`src/rfk_pkg.sv`:
```
// Purpose: Shared constants and types for the radio transmitter keying sequencer
// Assumes: aclk at 25 MHz; AXI4-Lite register access with 32-bit data
// Notes: Every offset, field position, reset value and timing count lives here
package rfk_pkg;
    // Timing
    localparam int unsigned CLK_PERIOD_NS = 40;
    localparam int unsigned LOCK_TIME_NS = 3000000;
    localparam int unsigned LOCK_CYCLES_DEF = (LOCK_TIME_NS + CLK_PERIOD_NS - 1) / CLK_PERIOD_NS;
    localparam int unsigned LOCK_CNT_W = 20;
    // Synthesiser model, VCO cycles counted in 1/16 units
    localparam int unsigned VCO_RATIO = 32;
    localparam int unsigned FRAC_BITS = 4;
    localparam logic [31:0] STEP_NOM = 32'(VCO_RATIO << FRAC_BITS);
    localparam logic [31:0] STEP_LOW = STEP_NOM - 32'h1;
    // Clock output divider: toggle every second crystal rise gives f/4
    localparam logic DIV_PHASE_LAST = 1'b1;
    // Input pin vector positions
    localparam int unsigned PIN_TX = 0;
    localparam int unsigned PIN_AMP = 1;
    localparam int unsigned PIN_SW_N = 2;
    localparam int unsigned PIN_XTAL = 3;
    localparam int unsigned PIN_W = 4;
    // Register map
    localparam int unsigned AXI_AW = 5;
    localparam logic [AXI_AW-1:0] ADDR_CTRL = 5'h00;
    localparam logic [AXI_AW-1:0] ADDR_STATUS = 5'h04;
    localparam logic [AXI_AW-1:0] ADDR_VCO = 5'h08;
    localparam logic [AXI_AW-1:0] ADDR_RATIO = 5'h0c;
    localparam int unsigned CTRL_CLKOUT_BIT = 0;
    localparam logic [31:0] CTRL_RESET = 32'h00000001;
    localparam logic [31:0] CTRL_MASK = 32'h00000001;
    localparam int unsigned STAT_STATE_LSB = 0;
    localparam int unsigned STAT_LOCKED_BIT = 4;
    localparam int unsigned STAT_AMP_BIT = 5;
    localparam int unsigned STAT_LOW_BIT = 6;
    localparam int unsigned STAT_CLK_BIT = 7;
    localparam int unsigned STAT_OSC_BIT = 8;
    localparam int unsigned STAT_STANDBY_BIT = 9;
    localparam logic [1:0] RESP_OKAY = 2'h0;
    localparam logic [1:0] RESP_SLVERR = 2'h2;
    // Sequencer states
    typedef enum logic [3:0] {
        ST_STANDBY = 4'h1,
        ST_WARM = 4'h2,
        ST_READY = 4'h4,
        ST_TRANSMIT = 4'h8
    } rfk_state_t;
endpackage

```
`src/rfk_sync.sv`:
```
// Purpose: Two-flop synchroniser for pins from outside the aclk domain
// Assumes: Inputs are slow levels or clocks well below aclk
// Notes: First stage feeds only the second stage
`timescale 1ns/100ps
module rfk_sync #(
    parameter int W = 1
) (
    input wire logic aclk,
    input wire logic aresetn,
    input wire logic ce,
    input wire logic [W-1:0] d,
    output logic [W-1:0] q
);
    genvar i;
    generate
        for (i = 0; i < W; i++) begin : g_bit
            logic meta;
            logic next_meta;
            logic next_q;
            always_comb begin
                next_meta = d[i];
                next_q = meta;
            end
            always_ff @(posedge aclk) begin
                if (!aresetn) begin
                    meta <= 1'b0;
                    q[i] <= 1'b0;
                end else if (ce) begin
                    meta <= next_meta;
                    q[i] <= next_q;
                end
            end
        end
    endgenerate
endmodule

```
`src/rfk_regs.sv`:
```
// Purpose: AXI4-Lite slave holding the control register and reading status
// Assumes: One write and one read at most under way
// Notes: Unmapped or read-only writes answer SLVERR; ce low stalls all channels
`timescale 1ns/100ps
module rfk_regs (
    input wire logic aclk,
    input wire logic aresetn,
    input wire logic ce,
    input wire logic [rfk_pkg::AXI_AW-1:0] s_axi_awaddr,
    input wire logic s_axi_awvalid,
    output logic s_axi_awready,
    input wire logic [31:0] s_axi_wdata,
    input wire logic [3:0] s_axi_wstrb,
    input wire logic s_axi_wvalid,
    output logic s_axi_wready,
    output logic [1:0] s_axi_bresp,
    output logic s_axi_bvalid,
    input wire logic s_axi_bready,
    input wire logic [rfk_pkg::AXI_AW-1:0] s_axi_araddr,
    input wire logic s_axi_arvalid,
    output logic s_axi_arready,
    output logic [31:0] s_axi_rdata,
    output logic [1:0] s_axi_rresp,
    output logic s_axi_rvalid,
    input wire logic s_axi_rready,
    input wire logic [31:0] status,
    input wire logic [31:0] vco_count,
    output logic clkout_allow
);
    logic aw_held, w_held;
    logic [rfk_pkg::AXI_AW-1:0] aw_addr;
    logic [31:0] w_data;
    logic [3:0] w_strb;
    logic [31:0] ctrl;
    logic next_aw_held, next_w_held, next_bvalid, next_rvalid;
    logic [rfk_pkg::AXI_AW-1:0] next_aw_addr;
    logic [31:0] next_w_data, next_ctrl, next_rdata;
    logic [3:0] next_w_strb;
    logic [1:0] next_bresp, next_rresp;

    assign s_axi_awready = ce && !aw_held && !s_axi_bvalid;
    assign s_axi_wready = ce && !w_held && !s_axi_bvalid;
    assign s_axi_arready = ce && !s_axi_rvalid;
    assign clkout_allow = ctrl[rfk_pkg::CTRL_CLKOUT_BIT];

    always_comb begin
        next_aw_held = aw_held;
        next_aw_addr = aw_addr;
        next_w_held = w_held;
        next_w_data = w_data;
        next_w_strb = w_strb;
        next_ctrl = ctrl;
        next_bvalid = s_axi_bvalid;
        next_bresp = s_axi_bresp;
        next_rvalid = s_axi_rvalid;
        next_rdata = s_axi_rdata;
        next_rresp = s_axi_rresp;
        if (s_axi_awvalid && s_axi_awready) begin
            next_aw_held = 1'b1;
            next_aw_addr = s_axi_awaddr;
        end
        if (s_axi_wvalid && s_axi_wready) begin
            next_w_held = 1'b1;
            next_w_data = s_axi_wdata;
            next_w_strb = s_axi_wstrb;
        end
        // Write lands one cycle after both halves are held
        if (aw_held && w_held && !s_axi_bvalid) begin
            next_aw_held = 1'b0;
            next_w_held = 1'b0;
            next_bvalid = 1'b1;
            if (aw_addr[rfk_pkg::AXI_AW-1:2] == rfk_pkg::ADDR_CTRL[rfk_pkg::AXI_AW-1:2]) begin
                next_bresp = rfk_pkg::RESP_OKAY;
                if (w_strb[0]) begin
                    next_ctrl = w_data & rfk_pkg::CTRL_MASK;
                end
            end else begin
                next_bresp = rfk_pkg::RESP_SLVERR;
            end
        end
        if (s_axi_bvalid && s_axi_bready) begin
            next_bvalid = 1'b0;
        end
        if (s_axi_rvalid && s_axi_rready) begin
            next_rvalid = 1'b0;
        end
        if (s_axi_arvalid && s_axi_arready) begin
            next_rvalid = 1'b1;
            next_rresp = rfk_pkg::RESP_OKAY;
            case (s_axi_araddr[rfk_pkg::AXI_AW-1:2])
                rfk_pkg::ADDR_CTRL[rfk_pkg::AXI_AW-1:2]: next_rdata = ctrl;
                rfk_pkg::ADDR_STATUS[rfk_pkg::AXI_AW-1:2]: next_rdata = status;
                rfk_pkg::ADDR_VCO[rfk_pkg::AXI_AW-1:2]: next_rdata = vco_count;
                rfk_pkg::ADDR_RATIO[rfk_pkg::AXI_AW-1:2]: next_rdata = 32'(rfk_pkg::VCO_RATIO);
                default: begin
                    next_rdata = 32'h0;
                    next_rresp = rfk_pkg::RESP_SLVERR;
                end
            endcase
        end
    end

    always_ff @(posedge aclk) begin
        if (!aresetn) begin
            aw_held <= 1'b0;
            aw_addr <= '0;
            w_held <= 1'b0;
            w_data <= 32'h0;
            w_strb <= 4'h0;
            ctrl <= rfk_pkg::CTRL_RESET;
            s_axi_bvalid <= 1'b0;
            s_axi_bresp <= rfk_pkg::RESP_OKAY;
            s_axi_rvalid <= 1'b0;
            s_axi_rdata <= 32'h0;
            s_axi_rresp <= rfk_pkg::RESP_OKAY;
        end else if (ce) begin
            aw_held <= next_aw_held;
            aw_addr <= next_aw_addr;
            w_held <= next_w_held;
            w_data <= next_w_data;
            w_strb <= next_w_strb;
            ctrl <= next_ctrl;
            s_axi_bvalid <= next_bvalid;
            s_axi_bresp <= next_bresp;
            s_axi_rvalid <= next_rvalid;
            s_axi_rdata <= next_rdata;
            s_axi_rresp <= next_rresp;
        end
    end
endmodule

```
`src/rfk_keying_seq.sv`:
```
// Purpose: Transmitter state control, crystal clock output and keying model
// Assumes: Enable, amplifier request, keying switch and crystal arrive as async pins
// Notes: Synthesiser output is modelled as a VCO cycle count in 1/16 units
// Function
// RULE1: With transmitter enable and amplifier request both low the block sits in standby with everything off.
// RULE2: Transmitter enable high with amplifier request low runs oscillator, synthesiser and clock driver, amplifier off.
// RULE3: Both inputs high also switch the power amplifier on.
// RULE4: The controller waits at least 3 ms after raising enable before using the clock or the amplifier.
// RULE5: For amplitude keying the controller toggles the amplifier request with the data.
// RULE6: For frequency keying the controller switches an extra crystal load capacitor to ground with the data.
// RULE7: The controller drives that capacitor switch from an open-drain port. The controller model drives key_switch_n high when released instead.
// RULE8: The carrier is lower while the keying switch is closed than while it is open.
// RULE9: The synthesiser runs at exactly 32 times the crystal frequency.
// RULE10: The controller clocks its serial unit from the returned clock through its first timer input.
// RULE11: The serial unit uses two-wire mode for amplitude and three-wire mode for frequency keying.
// RULE12: In frequency keying the amplifier request rises after the lock wait and before switch toggling.
// RULE13: After sending, the controller drops the amplifier request, returns to its own clock, then drops enable.
// RULE14: On key wake-up the controller runs the enable sequence from its internal oscillator.
// RULE15: The returned clock runs at one quarter of the crystal frequency.
// RULE16: The controller lock-wait timer keeps margin so the wait never drops below the minimum.
`timescale 1ns/100ps
module rfk_keying_seq #(
    parameter int unsigned LOCK_CYCLES = rfk_pkg::LOCK_CYCLES_DEF
) (
    input wire logic aclk,
    input wire logic aresetn,
    input wire logic ce,
    input wire logic tx_enable,
    input wire logic amp_on_request,
    input wire logic key_switch_n,
    input wire logic xtal_in,
    output logic standby,
    output logic osc_run,
    output logic synth_run,
    output logic clkout_drv_en,
    output logic amp_run,
    output logic shift_low,
    output logic clk_out,
    output logic [31:0] rf_cycles,
    input wire logic [rfk_pkg::AXI_AW-1:0] s_axi_awaddr,
    input wire logic s_axi_awvalid,
    output logic s_axi_awready,
    input wire logic [31:0] s_axi_wdata,
    input wire logic [3:0] s_axi_wstrb,
    input wire logic s_axi_wvalid,
    output logic s_axi_wready,
    output logic [1:0] s_axi_bresp,
    output logic s_axi_bvalid,
    input wire logic s_axi_bready,
    input wire logic [rfk_pkg::AXI_AW-1:0] s_axi_araddr,
    input wire logic s_axi_arvalid,
    output logic s_axi_arready,
    output logic [31:0] s_axi_rdata,
    output logic [1:0] s_axi_rresp,
    output logic s_axi_rvalid,
    input wire logic s_axi_rready
);
    localparam logic [rfk_pkg::LOCK_CNT_W-1:0] LOCK_LAST = rfk_pkg::LOCK_CNT_W'(LOCK_CYCLES - 1);

    logic [rfk_pkg::PIN_W-1:0] pins_s;
    logic tx_s, amp_s, sw_closed_s, xtal_s;
    logic xtal_prev, xtal_rise;
    logic clkout_allow, locked, clk_run;
    logic [31:0] status;
    rfk_pkg::rfk_state_t state, next_state;
    logic [rfk_pkg::LOCK_CNT_W-1:0] lock_cnt, next_lock_cnt;
    logic div_phase, next_div_phase, next_clk_out;
    logic next_standby, next_osc_run, next_amp_run, next_shift_low;
    logic [31:0] next_rf_cycles;

    rfk_sync #(
        .W(rfk_pkg::PIN_W)
    ) u_sync (
        .aclk(aclk),
        .aresetn(aresetn),
        .ce(ce),
        .d({xtal_in, key_switch_n, amp_on_request, tx_enable}),
        .q(pins_s)
    );

    assign tx_s = pins_s[rfk_pkg::PIN_TX];
    assign amp_s = pins_s[rfk_pkg::PIN_AMP];
    // Open-drain switch: low level on the pin means capacitor grounded
    assign sw_closed_s = !pins_s[rfk_pkg::PIN_SW_N];
    assign xtal_s = pins_s[rfk_pkg::PIN_XTAL];
    assign xtal_rise = xtal_s && !xtal_prev;
    assign locked = (state == rfk_pkg::ST_READY) || (state == rfk_pkg::ST_TRANSMIT);
    // Clock only leaves once stable, so the serial unit never sees a wild edge
    assign clk_run = tx_s && locked && clkout_allow;
    assign synth_run = osc_run;
    assign clkout_drv_en = osc_run;

    // Lock tracking; the amplifier itself follows the pins directly
    always_comb begin
        next_state = state;
        next_lock_cnt = 20'h0;
        case (state)
            rfk_pkg::ST_STANDBY: begin
                if (tx_s) begin
                    next_state = rfk_pkg::ST_WARM;
                end
            end
            rfk_pkg::ST_WARM: begin
                if (!tx_s) begin
                    next_state = rfk_pkg::ST_STANDBY;
                end else if (lock_cnt == LOCK_LAST) begin
                    next_state = amp_s ? rfk_pkg::ST_TRANSMIT : rfk_pkg::ST_READY;
                end else begin
                    next_lock_cnt = lock_cnt + 20'h1;
                end
            end
            rfk_pkg::ST_READY: begin
                if (!tx_s) begin
                    next_state = rfk_pkg::ST_STANDBY;
                end else if (amp_s) begin
                    next_state = rfk_pkg::ST_TRANSMIT;
                end
            end
            rfk_pkg::ST_TRANSMIT: begin
                if (!tx_s) begin
                    next_state = rfk_pkg::ST_STANDBY;
                end else if (!amp_s) begin
                    next_state = rfk_pkg::ST_READY;
                end
            end
            default: next_state = rfk_pkg::ST_STANDBY;
        endcase
    end

    always_ff @(posedge aclk) begin
        if (!aresetn) begin
            state <= rfk_pkg::ST_STANDBY;
            lock_cnt <= 20'h0;
        end else if (ce) begin
            state <= next_state;
            lock_cnt <= next_lock_cnt;
        end
    end

    // Power domains, keying and divider
    always_comb begin
        next_standby = !tx_s && !amp_s; // [RULE1]
        next_osc_run = tx_s; // [RULE2]
        next_amp_run = tx_s && amp_s; // [RULE3]
        next_shift_low = tx_s && sw_closed_s; // [RULE8]
        next_div_phase = div_phase;
        next_clk_out = clk_out;
        if (!clk_run) begin
            next_div_phase = 1'b0;
            next_clk_out = 1'b0;
        end else if (xtal_rise) begin
            next_div_phase = !div_phase;
            if (div_phase == rfk_pkg::DIV_PHASE_LAST) begin
                next_clk_out = !clk_out; // [RULE15]
            end
        end
        next_rf_cycles = rf_cycles;
        if (!osc_run) begin
            next_rf_cycles = 32'h0;
        end else if (xtal_rise) begin
            // Closed switch pulls the reference down one sixteenth of a VCO cycle per crystal rise
            next_rf_cycles = rf_cycles + (shift_low ? rfk_pkg::STEP_LOW : rfk_pkg::STEP_NOM); // [RULE8] [RULE9]
        end
    end

    always_ff @(posedge aclk) begin
        if (!aresetn) begin
            xtal_prev <= 1'b0;
            standby <= 1'b1;
            osc_run <= 1'b0;
            amp_run <= 1'b0;
            shift_low <= 1'b0;
            div_phase <= 1'b0;
            clk_out <= 1'b0;
            rf_cycles <= 32'h0;
        end else if (ce) begin
            xtal_prev <= xtal_s;
            standby <= next_standby;
            osc_run <= next_osc_run;
            amp_run <= next_amp_run;
            shift_low <= next_shift_low;
            div_phase <= next_div_phase;
            clk_out <= next_clk_out;
            rf_cycles <= next_rf_cycles;
        end
    end

    always_comb begin
        status = 32'h0;
        status[rfk_pkg::STAT_STATE_LSB +: 4] = state;
        status[rfk_pkg::STAT_LOCKED_BIT] = locked;
        status[rfk_pkg::STAT_AMP_BIT] = amp_run;
        status[rfk_pkg::STAT_LOW_BIT] = shift_low;
        status[rfk_pkg::STAT_CLK_BIT] = clk_out;
        status[rfk_pkg::STAT_OSC_BIT] = osc_run;
        status[rfk_pkg::STAT_STANDBY_BIT] = standby;
    end

    rfk_regs u_regs (
        .aclk(aclk),
        .aresetn(aresetn),
        .ce(ce),
        .s_axi_awaddr(s_axi_awaddr),
        .s_axi_awvalid(s_axi_awvalid),
        .s_axi_awready(s_axi_awready),
        .s_axi_wdata(s_axi_wdata),
        .s_axi_wstrb(s_axi_wstrb),
        .s_axi_wvalid(s_axi_wvalid),
        .s_axi_wready(s_axi_wready),
        .s_axi_bresp(s_axi_bresp),
        .s_axi_bvalid(s_axi_bvalid),
        .s_axi_bready(s_axi_bready),
        .s_axi_araddr(s_axi_araddr),
        .s_axi_arvalid(s_axi_arvalid),
        .s_axi_arready(s_axi_arready),
        .s_axi_rdata(s_axi_rdata),
        .s_axi_rresp(s_axi_rresp),
        .s_axi_rvalid(s_axi_rvalid),
        .s_axi_rready(s_axi_rready),
        .status(status),
        .vco_count(rf_cycles),
        .clkout_allow(clkout_allow)
    );
endmodule

```
`config.mk`:
```
export PLATFORM = sky130hd
export DESIGN_NAME = rfk_keying_seq
export DESIGN_NICKNAME = d
export VERILOG_FILES = /design/src/rfk_pkg.sv /design/src/rfk_sync.sv /design/src/rfk_regs.sv /design/src/rfk_keying_seq.sv
export SDC_FILE = /design/constraint.sdc
export NUM_CORES = 1
export LEC_CHECK = 0
export BUFFER_PORTS_ARGS = -buffer_cell sky130_fd_sc_hd__buf_2
export CELL_PAD_IN_SITES_DETAIL_PLACEMENT = 1
export CELL_PAD_IN_SITES_GLOBAL_PLACEMENT = 1
export CORE_MARGIN = 1.5
export CORE_UTILIZATION = 39
export DETAILED_ROUTE_END_ITERATION = 16
export PLACE_DENSITY = 0.9
export SKIP_CTS_REPAIR_TIMING = 1
export SYNTH_ARGS = -nofsm -noshare
export SYNTH_HDL_FRONTEND = slang
export SYNTH_SLANG_ARGS = --single-unit
```
`constraint.sdc`:
```
create_clock -name aclk -period 2.93 [get_ports aclk]
set_clock_uncertainty 0.1 [all_clocks]
set_input_delay 0.586 -clock aclk [delete_from_list [all_inputs] [get_ports aclk]]
set_output_delay 0.586 -clock aclk [all_outputs]
set_load 0.02 [all_outputs]
```
## Word level (Yosys, flattened, before mapping)

Index checks and enable logic that the tools add are counted.

- Memories: 0
- Memory bits (read-only): 0
- Bits in registers: 119
- Bits in writable memories: 0
- Bits in latches: 0

- Equality and inequality tests: 15
- Shifts and indexed selects: 0
- Add/subtract/negate cells: 2
- Divide/modulo/power cells: 0
- Magnitude comparators: 0
- Bitwise gates (word level): 0
- Multiplexer cells: 31
- Multiply operators: 0
- Reductions and logical operators: 49

Operators with widths:

| cell | count |
|---|---|
| case mux 32 bit (4 select lines) | 1 |
| two-way mux 32 bit | 2 |
| two-way mux 20 bit | 3 |
| adder 32 x 10 -> 32 bit | 1 |
| two-way mux 4 bit | 8 |
| adder 20 x 1 -> 20 bit, second input constant | 1 |
| == test 20 x 17 -> 1 bit, second input constant | 1 |
| AND reduction 2 bit | 10 |
| logical AND 1 bit | 18 |
| case mux 4 bit (4 select lines) | 1 |
| two-way mux 1 bit | 13 |
| logical NOT 1 bit | 10 |
| two-way mux 10 bit | 1 |
| nonzero test 2 bit | 4 |
| == test 3 x 2 -> 1 bit, second input constant | 2 |
| logical NOT 3 bit | 2 |
| != test 2 x 1 -> 1 bit, second input constant | 3 |
| != test 3 bit, second input constant | 2 |
| AND reduction 5 bit | 1 |
| == test 4 x 1 -> 1 bit, second input constant | 1 |
| == test 4 x 2 -> 1 bit, second input constant | 1 |
| == test 4 x 3 -> 1 bit, second input constant | 1 |
| == test 4 bit, second input constant | 1 |
| two-way mux 2 bit | 2 |
| other kinds (7) | 7 |

## Logic depth before layout (Yosys ltp)

Gate-level depths: netlist of the first run.

- Word-level depth: 6
- Mapped depth: 9
- Mapped depth without buffers: 9

## Modules after synthesis

A second synthesis of the first run with hierarchy kept.

- Cells, all modules: 714
- Area total of the unflattened synthesis: 6172.2 µm²

By module, submodules not included:

| module | instances | cells each | area an instance (µm²) |
|---|---|---|---|
| rfk_keying_seq | 1 | 417 | 3508.4 |
| rfk_regs | 1 | 272 | 2362.3 |
| rfk_sync | 1 | 25 | 301.5 |

## Worst setup path before layout of the first run

No wires, ideal clock.

- Kind: reg2reg
- Start: reg shift_low
- End: reg rf_cycles[16]
- Path buffers: 0
- Library setup time: 0.070 ns
- Slack: 0.235 ns
- Clock period less this slack: 2.695 ns
- Cell stages (with the launch flop): 10
- Data required time: 2.760 ns
- Data arrival time: 2.524 ns
- Path through: dfxtp_1 -> ha_1 -> inv_1 -> fa_1 -> nor2b_1 -> o2111ai_1 -> a21oi_2 -> nor3_1 -> or4_1 -> a21oi_1

- Cells in the longest elaborated chain, start to end: 4

RTL lines:

| element | RTL line | source |
|---|---|---|
| start: declaration | rfk_keying_seq.sv:37 | `output logic shift_low,` |
| start signal: assignment | rfk_keying_seq.sv:181 | `shift_low <= next_shift_low;` |
| two-way mux 10 bit | rfk_keying_seq.sv:162 | `next_rf_cycles = rf_cycles + (shift_low ? rfk_pkg::STEP_LOW : rfk_pkg::STEP_NOM);` |
| adder 32 x 10 -> 32 bit | rfk_keying_seq.sv:162 |  |
| two-way mux 32 bit | rfk_keying_seq.sv:160 | `end else if (xtal_rise) begin` |
| two-way mux 32 bit | rfk_keying_seq.sv:158 | `if (!osc_run) begin` |
| end signal: assignment | rfk_keying_seq.sv:184 | `rf_cycles <= next_rf_cycles;` |
| end: declaration | rfk_keying_seq.sv:39 | `output logic [31:0] rf_cycles,` |

Every way passes these cells. The select of a mux whose other input is x is not followed.
A chain may end at the register's enable or synchronous reset.

## Worst setup path in the final report of the first run

- Start: reg shift_low
- End: reg rf_cycles[27]

The elaborated chain is that of the path after synthesis.

==> out/metrics.cfg, run 1 <==
[floorplanning]
dieArea_um2=14100
die_h_um=119
io-pin-count=138
start_util_pct=39.8
die_w_um=119
core_area_um2=13100
rows=42

[timing]
worst_pin_slew_ps=680
max_freq_mhz=354
rsz0062_at_grt=false
slew_viol_final=0
finalSetupViolations=0
timing.final.crit_period_ps=2830
finalHoldViolCount=0
min_period_over_period_pct=96.5
setup_tns_ps=0
relSlewSlack_pct=54.7

[critical_path]
path_max_fanout=11
crit_start=shift_low
critPathRequiredTime_ps=3140
path_cells=buf_4 > ha_1 > a21o_1 > a31o_2 > o21a_1 > o221ai_2 > nor3_1 > mux2_2
crit_type=reg -> reg
ff2ff_path_depth=8
startpoint_type=register
crit_arrival_ps=3040
end_kind=register
critPathMaxStageDelay_ps=540
reg2reg_slack_ps=100
critPathSlowestCell=o221ai_2
endpoint=rf_cycles[27]
worstReg2RegStart=shift_low
r2r_end=rf_cycles[27]

[logic_synthesis]
synth_area_per_cell_um2=8.78
ys_seq_area_share_pct=44.1
synth_edf_count=0
synth_xor_area_share_pct=6.37
yosysUniqueCellTypes=59
synth-compound-area-share_pct=16.3
yosys_warnings=0
synthFlopType=dfxtp_1
async_reset_ff_share_pct=0
synth_top_family_by_area=simple AND/OR/NAND/NOR gates
ys_seq_elements=115
syn_area_um2=5220
synth-simple-area-share_pct=21.8
yosys.area_share.adder_pct=3.02
synth_mux_area_share_pct=4.24
syn_inst=595

[worst_hold_path]
hp-class=in -> reg

[detailed_routing]
first_iter_violations=304
vias=4949
wire_per_inst_um=19.6
totalWireLength_um=17400
route.detailed.drc=0
first_pass_iters=5
ant_nets=0
via_per_inst=5.59

[cts]
cts.sinks=115
insertion_delay_ps=430
numCtsBuffers=17
clk_path_buf_depth=2
cts.htree.levels=4
root_buffer=clkbuf_16
clk_pin_slew_ps=60
cts_tree=built

[job]
maxCapViolCount=0

[pwr]
powerDensity_nw_per_um2=566
vdd_drop_max_uv=431
leakagePower_uw=0.00267

[global_routing]
grt_pass1_vias=5280
grt.overflow.total=0
grt_pass1_wl_um=27400
grt_max_degree=66
gr-usage-all-layers_pct=24.8
antenna_found_initial=1

[placed_design]
dpl.cell_count=851
post-dp-hpwl_um=11700
place_congestion=0.916
portBuffers=97

[layout]
fin_cells=886
area_growth_pct=23.3
layout_commonest_cell=nor2_1
final_nets=766
layout-drive-gt1-share_pct=23.0
final_cell_mix=nor2_1, dfxtp_1, buf_2, nand2_1, a22oi_1

[outcome]
outcome=completed

==> state kept, by name (all words and copies together) (netlist names), 3 cells and up <==
signal	cells
lock_cnt	20
rf_cycles	32
state	4
u_regs.aw_addr	3
u_regs.s_axi_rdata	32
u_sync.g_bit.meta	4
u_sync.q	4
==> area by class of cell <==
type	count	area, µm²
Antenna cell	1	2.50
Clock buffer	17	425
Clock inverter	15	113
Fill cell	1576	6700
Inverter	12	45.0
Multi-Input combinational cell	437	2720
Sequential cell	115	2300
Tap cell	176	220
Timing Repair Buffer	113	606
==> where the power goes <==
part / internal, µW / switching, µW / total [µW]
combinational: 58.1 / 120 / 178
clock: 1080 / 790 / 1870
sequential: 1580 / 18.7 / 1600
total: 2720 / 928 / 3650
==> worst min-delay path by stage <==
stage                              from                   end  slack [ps]  cells past startpoint
global placement    u_regs.s_axi_rvalid   u_regs.s_axi_rvalid         360                      2
global route                  tx_enable  u_sync.g_bit[0].meta         320                      3
detailed placement            xtal_prev             xtal_prev         390                      2
finish                  s_axi_awaddr[2]     u_regs.aw_addr[2]         310                      3
CTS                     s_axi_awaddr[2]     u_regs.aw_addr[2]         310                      3
floorplan                     xtal_prev             xtal_prev         350                      2
==> metal layers <==
layer  routed length (µm)  global-route usage, %
met3                  693                   5.60
met4                  574                   12.2
met1                 7190                   28.5
met2                 8930                   43.4
met5                    0                      0
==> cell usage after synthesis (all sizes together) (11+ instances only) <==
cell	count	area, µm²
nor2	119	454
a22oi	38	285
a21oi	24	128
nand4	11	81.3
clkbuf	18	87.6
mux2i	21	210
o21ai	17	88.8
nand2	41	154
dfxtp	115	2300
inv	12	45.0
ha	11	138
xor2	28	245
buf	14	81.3
nand3	17	85.1
==> cells by family (layout without fill, tap and decap cells) <==
family          after synthesis  in the layout
simple gates                242            242
compound gates              121            121
flops                       115            115
buf+inv                      44            157
xor+xnor                     38             38
mux                          22             22
fa+ha+maj                    12             12
other cells                   1              3
==> critical path, delay by kind of cell (launching register included) <==
family                   cells  cell delay [ps]
AO/OA/AOI/OAI                4             1250
buffers and inverters        1              180
adder cells (fa/ha/maj)      1              380
multiplexers                 1              300
flip-flops                   1              350
AND/OR/NAND/NOR              1              140
==> through the flow <==
stage                     utilization [%]  total power, µW  hold slack (ps)  setup WS, ps  area (µm²)
final                                49.0             3650              309           102        6440
after global routing                 49.0             3750              318          16.5        6440
after CTS                            48.8             3660              306          21.1        6410
after detailed placement             44.7             1810              388           169        5870
after global placement               44.7             1800              357           321        5870
after floorplan                         -             1750              353           235        5230
Note: power is estimated with default switching activity, not from simulation.
==> run 2: changes to the inputs <==
- CELL_PAD_IN_SITES_GLOBAL_PLACEMENT: 1 -> 2
- CORE_UTILIZATION: 39 -> 31
- SLEW_MARGIN: default -> 20
==> out/metrics.cfg, run 2 (synthesis gave the netlist of run 1 again) <==
[outcome]
outcome=completed  ; unchanged

[cts]
clk_pin_slew_ps=50  ; was 60 ps
cts.htree.levels=4  ; unchanged
numCtsBuffers=17  ; unchanged
cts_tree=built  ; unchanged
cts.sinks=115  ; unchanged
insertion_delay_ps=410  ; was 430 ps
root_buffer=clkbuf_16  ; unchanged
clk_path_buf_depth=2  ; unchanged

[floorplanning]
die_h_um=133  ; was 119 µm
die_w_um=133  ; was 119 µm
io-pin-count=138  ; unchanged
start_util_pct=31.6  ; was 39.8%
rows=47  ; was 42
core_area_um2=16500  ; was 13100 µm²
dieArea_um2=17600  ; was 14100 µm²

[layout]
nFillCells=1972  ; was 1576
layout-drive-gt1-share_pct=22.7  ; was 23.0%
final_nets=768  ; was 766
area_growth_pct=24.7  ; was 23.3%
largestRegisters=rf_cycles (32), u_regs.s_axi_rdata (32), lock_cnt (20)  ; unchanged
num_antenna_cells=0  ; was 1
final_cell_mix=nor2_1, dfxtp_1, buf_2, nand2_1, a22oi_1  ; unchanged
layout_commonest_cell=nor2_1  ; unchanged

[timing]
setup_tns_ps=0  ; unchanged
fin_ws_ps=161  ; was 102 ps
worst_pin_slew_ps=705  ; was 680 ps
max_freq_mhz=361  ; was 354 MHz
rsz0062_at_grt=false  ; unchanged
finalSetupViolations=0  ; unchanged
slew_viol_final=0  ; unchanged
finalHoldViolCount=0  ; unchanged
timing.final.crit_period_ps=2770  ; was 2830 ps
relSlewSlack_pct=53.0  ; was 54.7%
min_period_over_period_pct=94.5  ; was 96.5%

[critical_path]
crit_arrival_ps=3010  ; was 3040 ps
crit_type=reg -> reg  ; unchanged
end_kind=register  ; unchanged
startpoint_type=register  ; unchanged
ff2ff_path_depth=9  ; was 8
critPathRequiredTime_ps=3170  ; was 3140 ps
reg2reg_slack_ps=160  ; was 100 ps
path_max_fanout=6  ; was 11
worstReg2RegStart=shift_low  ; unchanged
r2r_end=rf_cycles[16]  ; was rf_cycles[27]

[global_routing]
grt_pass1_wl_um=26400  ; was 27400 µm
grt.overflow.total=0  ; unchanged
grt_pass1_vias=5075  ; was 5280
gr-usage-all-layers_pct=18.9  ; was 24.8%
grt_max_degree=66  ; unchanged
antenna_found_initial=0  ; was 1

[worst_hold_path]
min_path_cells=3  ; unchanged
min_to=u_sync.g_bit[1].meta  ; was u_regs.aw_addr[2]
worstHoldStart=amp_on_request  ; was s_axi_awaddr[2]
hp-class=in -> reg  ; unchanged

[detailed_routing]
totalWireLength_um=16000  ; was 17400 µm
vias=4783  ; was 4949
first_iter_violations=175  ; was 304
route.detailed.drc=0  ; unchanged
ant_nets=0  ; unchanged
via_per_inst=5.14  ; was 5.59
first_pass_iters=4  ; was 5
wire_per_inst_um=17.2  ; was 19.6 µm

[placed_design]
dp_slack_ps=213  ; was 169 ps
post-dp-hpwl_um=11700  ; about the same
portBuffers=97  ; unchanged
place_congestion=0.812  ; was 0.916

[pwr]
leakagePower_uw=0.00270  ; was 0.00267 µW
powerDensity_nw_per_um2=571  ; was 566 nW/µm²
vdd_drop_max_uv=389  ; was 431 µV

[job]
maxCapViolCount=0  ; unchanged

==> run 2: per-stage QoR <==
step	instances	hold WS, ps	util, %	area, µm²	power, µW
floorplan	596	353	-	5230	1750
global placement	899	357	36.1	5960	1800
detailed placement	899	384	36.1	5960	1810
CTS	930	298	39.4	6510	3760
global route	930	322	39.4	6510	3840
finish	930	314	39.4	6510	3720
==> run 2: worst max path at each step <==
stage / from / to / slack, ps / cells past startpoint
after global placement: shift_low / rf_cycles[30] / 330 / 9
after detailed placement: shift_low / rf_cycles[16] / 210 / 9
after floorplan: shift_low / rf_cycles[16] / 240 / 9
after CTS: shift_low / rf_cycles[16] / 160 / 9
after global routing: shift_low / rf_cycles[30] / 9 / 9
final: shift_low / rf_cycles[16] / 160 / 9
==> run 2: layout make-up <==
class                      instances  area (µm²)  area share, %
timing repair buffer             115         621           9.53
sequential                       115        2300           35.3
tap                              220         275           4.23
clock inverter                     9        81.3           1.25
multi-input combinational        437        2720           41.7
inverter                          12        45.0          0.692
clock buffer                      22         474           7.28
==> run 2: power breakdown <==
group / total (µW) / internal, µW / switching [µW] / leakage (µW)
sequential: 1600 / 1580 / 17.1 / 0.000929
clock: 1940 / 1220 / 722 / 0.000268
combinational: 176 / 58.9 / 117 / 0.00151
==> run 2: worst max-delay path: stages, from the launching register on <==
cell and delay [ps]:
dfxtp_1 470, ha_1 240, inv_1 60, fa_1 390, nor2b_1 190, o2111ai_1 220, a21oi_2 290, nor3_1 150
or4_1 440, a21oi_1 150
==> run 2: per-layer routing <==
| metal | vias to the layer above | part of all wire [%] | global-route usage (%) | wire (µm) |
|---|---|---|---|---|
| met3 | 28 | 2.9 | 3.68 | 459 |
| met1 | 2359 | 44 | 23.1 | 7110 |
| li1 | 2313 | - | - | - |
| met2 | 83 | 51 | 32.7 | 8100 |
| met5 | - | 0 | 0 | 0 |
| met4 | 0 | 2.0 | 7.26 | 326 |
==> run 3: changes to the inputs <==
- clock period: 2.93 -> 2.55 ns (I/O delays scaled with it)
==> out/metrics.cfg, run 3 (synthesis gave the netlist of run 1 again) <==
[outcome]
outcome=completed  ; unchanged

[critical_path]
ff2ff_path_depth=9  ; unchanged
critPathMaxStageDelay_ps=410  ; was 470 ps
r2r_end=rf_cycles[23]  ; was rf_cycles[16]
path_cells=buf_4 > ha_2 > nand3_1 > nor2_2 > o21a_2 > o221ai_2 > buf_6 > or4_1 > nand2_1  ; was ha_1 > inv_1 > fa_1 > nor2b_1 > o2111ai_1 > a21oi_2 > nor3_1 > or4_1 > a21oi_1
end_kind=register  ; unchanged
critPathRequiredTime_ps=2810  ; was 3170 ps
worstReg2RegStart=shift_low  ; unchanged
startpoint_type=register  ; unchanged
reg2reg_slack_ps=130  ; was 160 ps
crit_arrival_ps=2670  ; was 3010 ps
path_max_fanout=10  ; was 6
endpoint=rf_cycles[23]  ; was rf_cycles[16]
critPathSlowestCell=or4_1  ; was dfxtp_1
crit_type=reg -> reg  ; unchanged
crit_start=shift_low  ; unchanged

[layout]
final_cell_area_um2=6710  ; was 6510 µm²
layout-drive-gt1-share_pct=25.7  ; was 22.7%
final_cell_mix=nor2_1, dfxtp_1, buf_2, nand2_1, a22oi_1  ; unchanged
num_antenna_cells=0  ; unchanged
area_growth_pct=28.4  ; was 24.7%
final_nets=778  ; was 768
largestRegisters=rf_cycles (32), u_regs.s_axi_rdata (32), lock_cnt (20)  ; unchanged
layout_commonest_cell=nor2_1  ; unchanged
nFillCells=1948  ; was 1972

[timing]
max_freq_mhz=413  ; was 361 MHz
slew_viol_final=0  ; unchanged
whs_ps=237  ; was 314 ps
finalSetupViolations=0  ; unchanged
relSlewSlack_pct=52.7  ; was 53.0%
finalHoldViolCount=0  ; unchanged
min_period_over_period_pct=94.8  ; was 94.5%
worst_pin_slew_ps=710  ; was 705 ps
setup_tns_ps=0  ; unchanged
timing.final.crit_period_ps=2420  ; was 2770 ps

[global_routing]
antenna_found_initial=0  ; unchanged
gr-usage-all-layers_pct=18.5  ; was 18.9%
grt_max_degree=66  ; unchanged
grt_pass1_vias=5048  ; was 5075
grt_pass1_wl_um=26100  ; was 26400 µm
grt.overflow.total=0  ; unchanged

[cts]
clk_path_buf_depth=2  ; unchanged
cts.htree.levels=4  ; unchanged
cts.sinks=115  ; unchanged
numCtsBuffers=17  ; unchanged
cts_tree=built  ; unchanged
clk_pin_slew_ps=60  ; was 50 ps
insertion_delay_ps=410  ; about the same
root_buffer=clkbuf_16  ; unchanged

[worst_hold_path]
min_path_cells=3  ; unchanged
hp-class=in -> reg  ; unchanged

[detailed_routing]
totalWireLength_um=15800  ; was 16000 µm
via_per_inst=5.07  ; was 5.14
vias=4767  ; was 4783
ant_nets=0  ; unchanged
first_pass_iters=4  ; unchanged
route.detailed.drc=0  ; unchanged
wire_per_inst_um=16.8  ; was 17.2 µm
first_iter_violations=257  ; was 175

[floorplanning]
dieArea_um2=17600  ; unchanged
die_h_um=133  ; unchanged
start_util_pct=31.6  ; unchanged
io-pin-count=138  ; unchanged
die_w_um=133  ; unchanged
rows=47  ; unchanged
core_area_um2=16500  ; unchanged

[pwr]
leakagePower_uw=0.00278  ; was 0.00270 µW
powerDensity_nw_per_um2=646  ; was 571 nW/µm²
vdd_drop_max_uv=464  ; was 389 µV

[placed_design]
place_congestion=0.852  ; was 0.812
placed_area_um2=6010  ; was 5960 µm²
portBuffers=97  ; unchanged
post-dp-hpwl_um=11700  ; about the same

[job]
maxCapViolCount=0  ; unchanged

[run 3: cell count changes in the layout (fill, tap and decap cells not counted), moves of 2 or more]
cell and delta:
buf_4 +9, ha_1 -3, ha_2 +2, nor2b_1 -2, nor3_1 -2, nor3_2 +2, o21ai_0 -2
[run 3: final cells by class]
type	count	area, µm²	share of cell area (%)
flip-flops and latches	115	2310	34.4
clock inverters	10	108	1.60
multi-input cells	437	2810	41.9
inverters	12	45.0	0.672
clock buffers	22	464	6.92
well taps	220	275	4.10
repair buffers	125	699	10.4
[run 3: metrics by stage]
step / power (µW) / setup WS [ps] / std cells / utilization, %
finish: 4330 / 131 / 941 / 40.6
global route: 4480 / -3.94 / 941 / 40.6
CTS: 4380 / -161 / 938 / 39.8
detailed placement: 2080 / -134 / 906 / 36.4
global placement: 2070 / -23.9 / 906 / 36.4
floorplan: 2010 / 41.2 / 596 / -
[run 3: worst max-delay path, delay by kind of cell, from the launching register on]
family / cells / cell delay [ps]
simple gates: 4 / 750
fa+ha+maj: 1 / 400
compound gates: 2 / 380
flops: 1 / 360
buf+inv: 2 / 360
[run 3: worst min-delay path by stage]
| stage | from | endpoint | slack (ps) |
|---|---|---|---|
| 5_1_grt | key_switch_n | u_sync.g_bit[2].meta | 230 |
| 3_3_place_gp | u_regs.s_axi_rvalid | u_regs.s_axi_rvalid | 360 |
| 3_5_place_dp | u_regs.s_axi_rvalid | u_regs.s_axi_rvalid | 370 |
| 4_1_cts | amp_on_request | u_sync.g_bit[1].meta | 230 |
| 6_report | s_axi_awaddr[4] | u_regs.aw_addr[4] | 240 |
| 2_1_floorplan | xtal_prev | xtal_prev | 350 |
[run 3: layer usage]
metal | GRT usage (%) | up-vias | wire, µm
li1 | - | 2333 | -
met1 | 22.6 | 2341 | 7170
met2 | 32.0 | 73 | 7980
met3 | 4.25 | 20 | 429
met4 | 6.11 | 0 | 245
met5 | 0 | - | 0
[run 3: where the power goes]
| part | switching [µW] | internal, µW | total [µW] |
|---|---|---|---|
| Combinational | 134 | 68.7 | 203 |
| Sequential | 19.2 | 1820 | 1840 |
| Clock | 813 | 1480 | 2290 |
| Total | 967 | 3370 | 4330 |
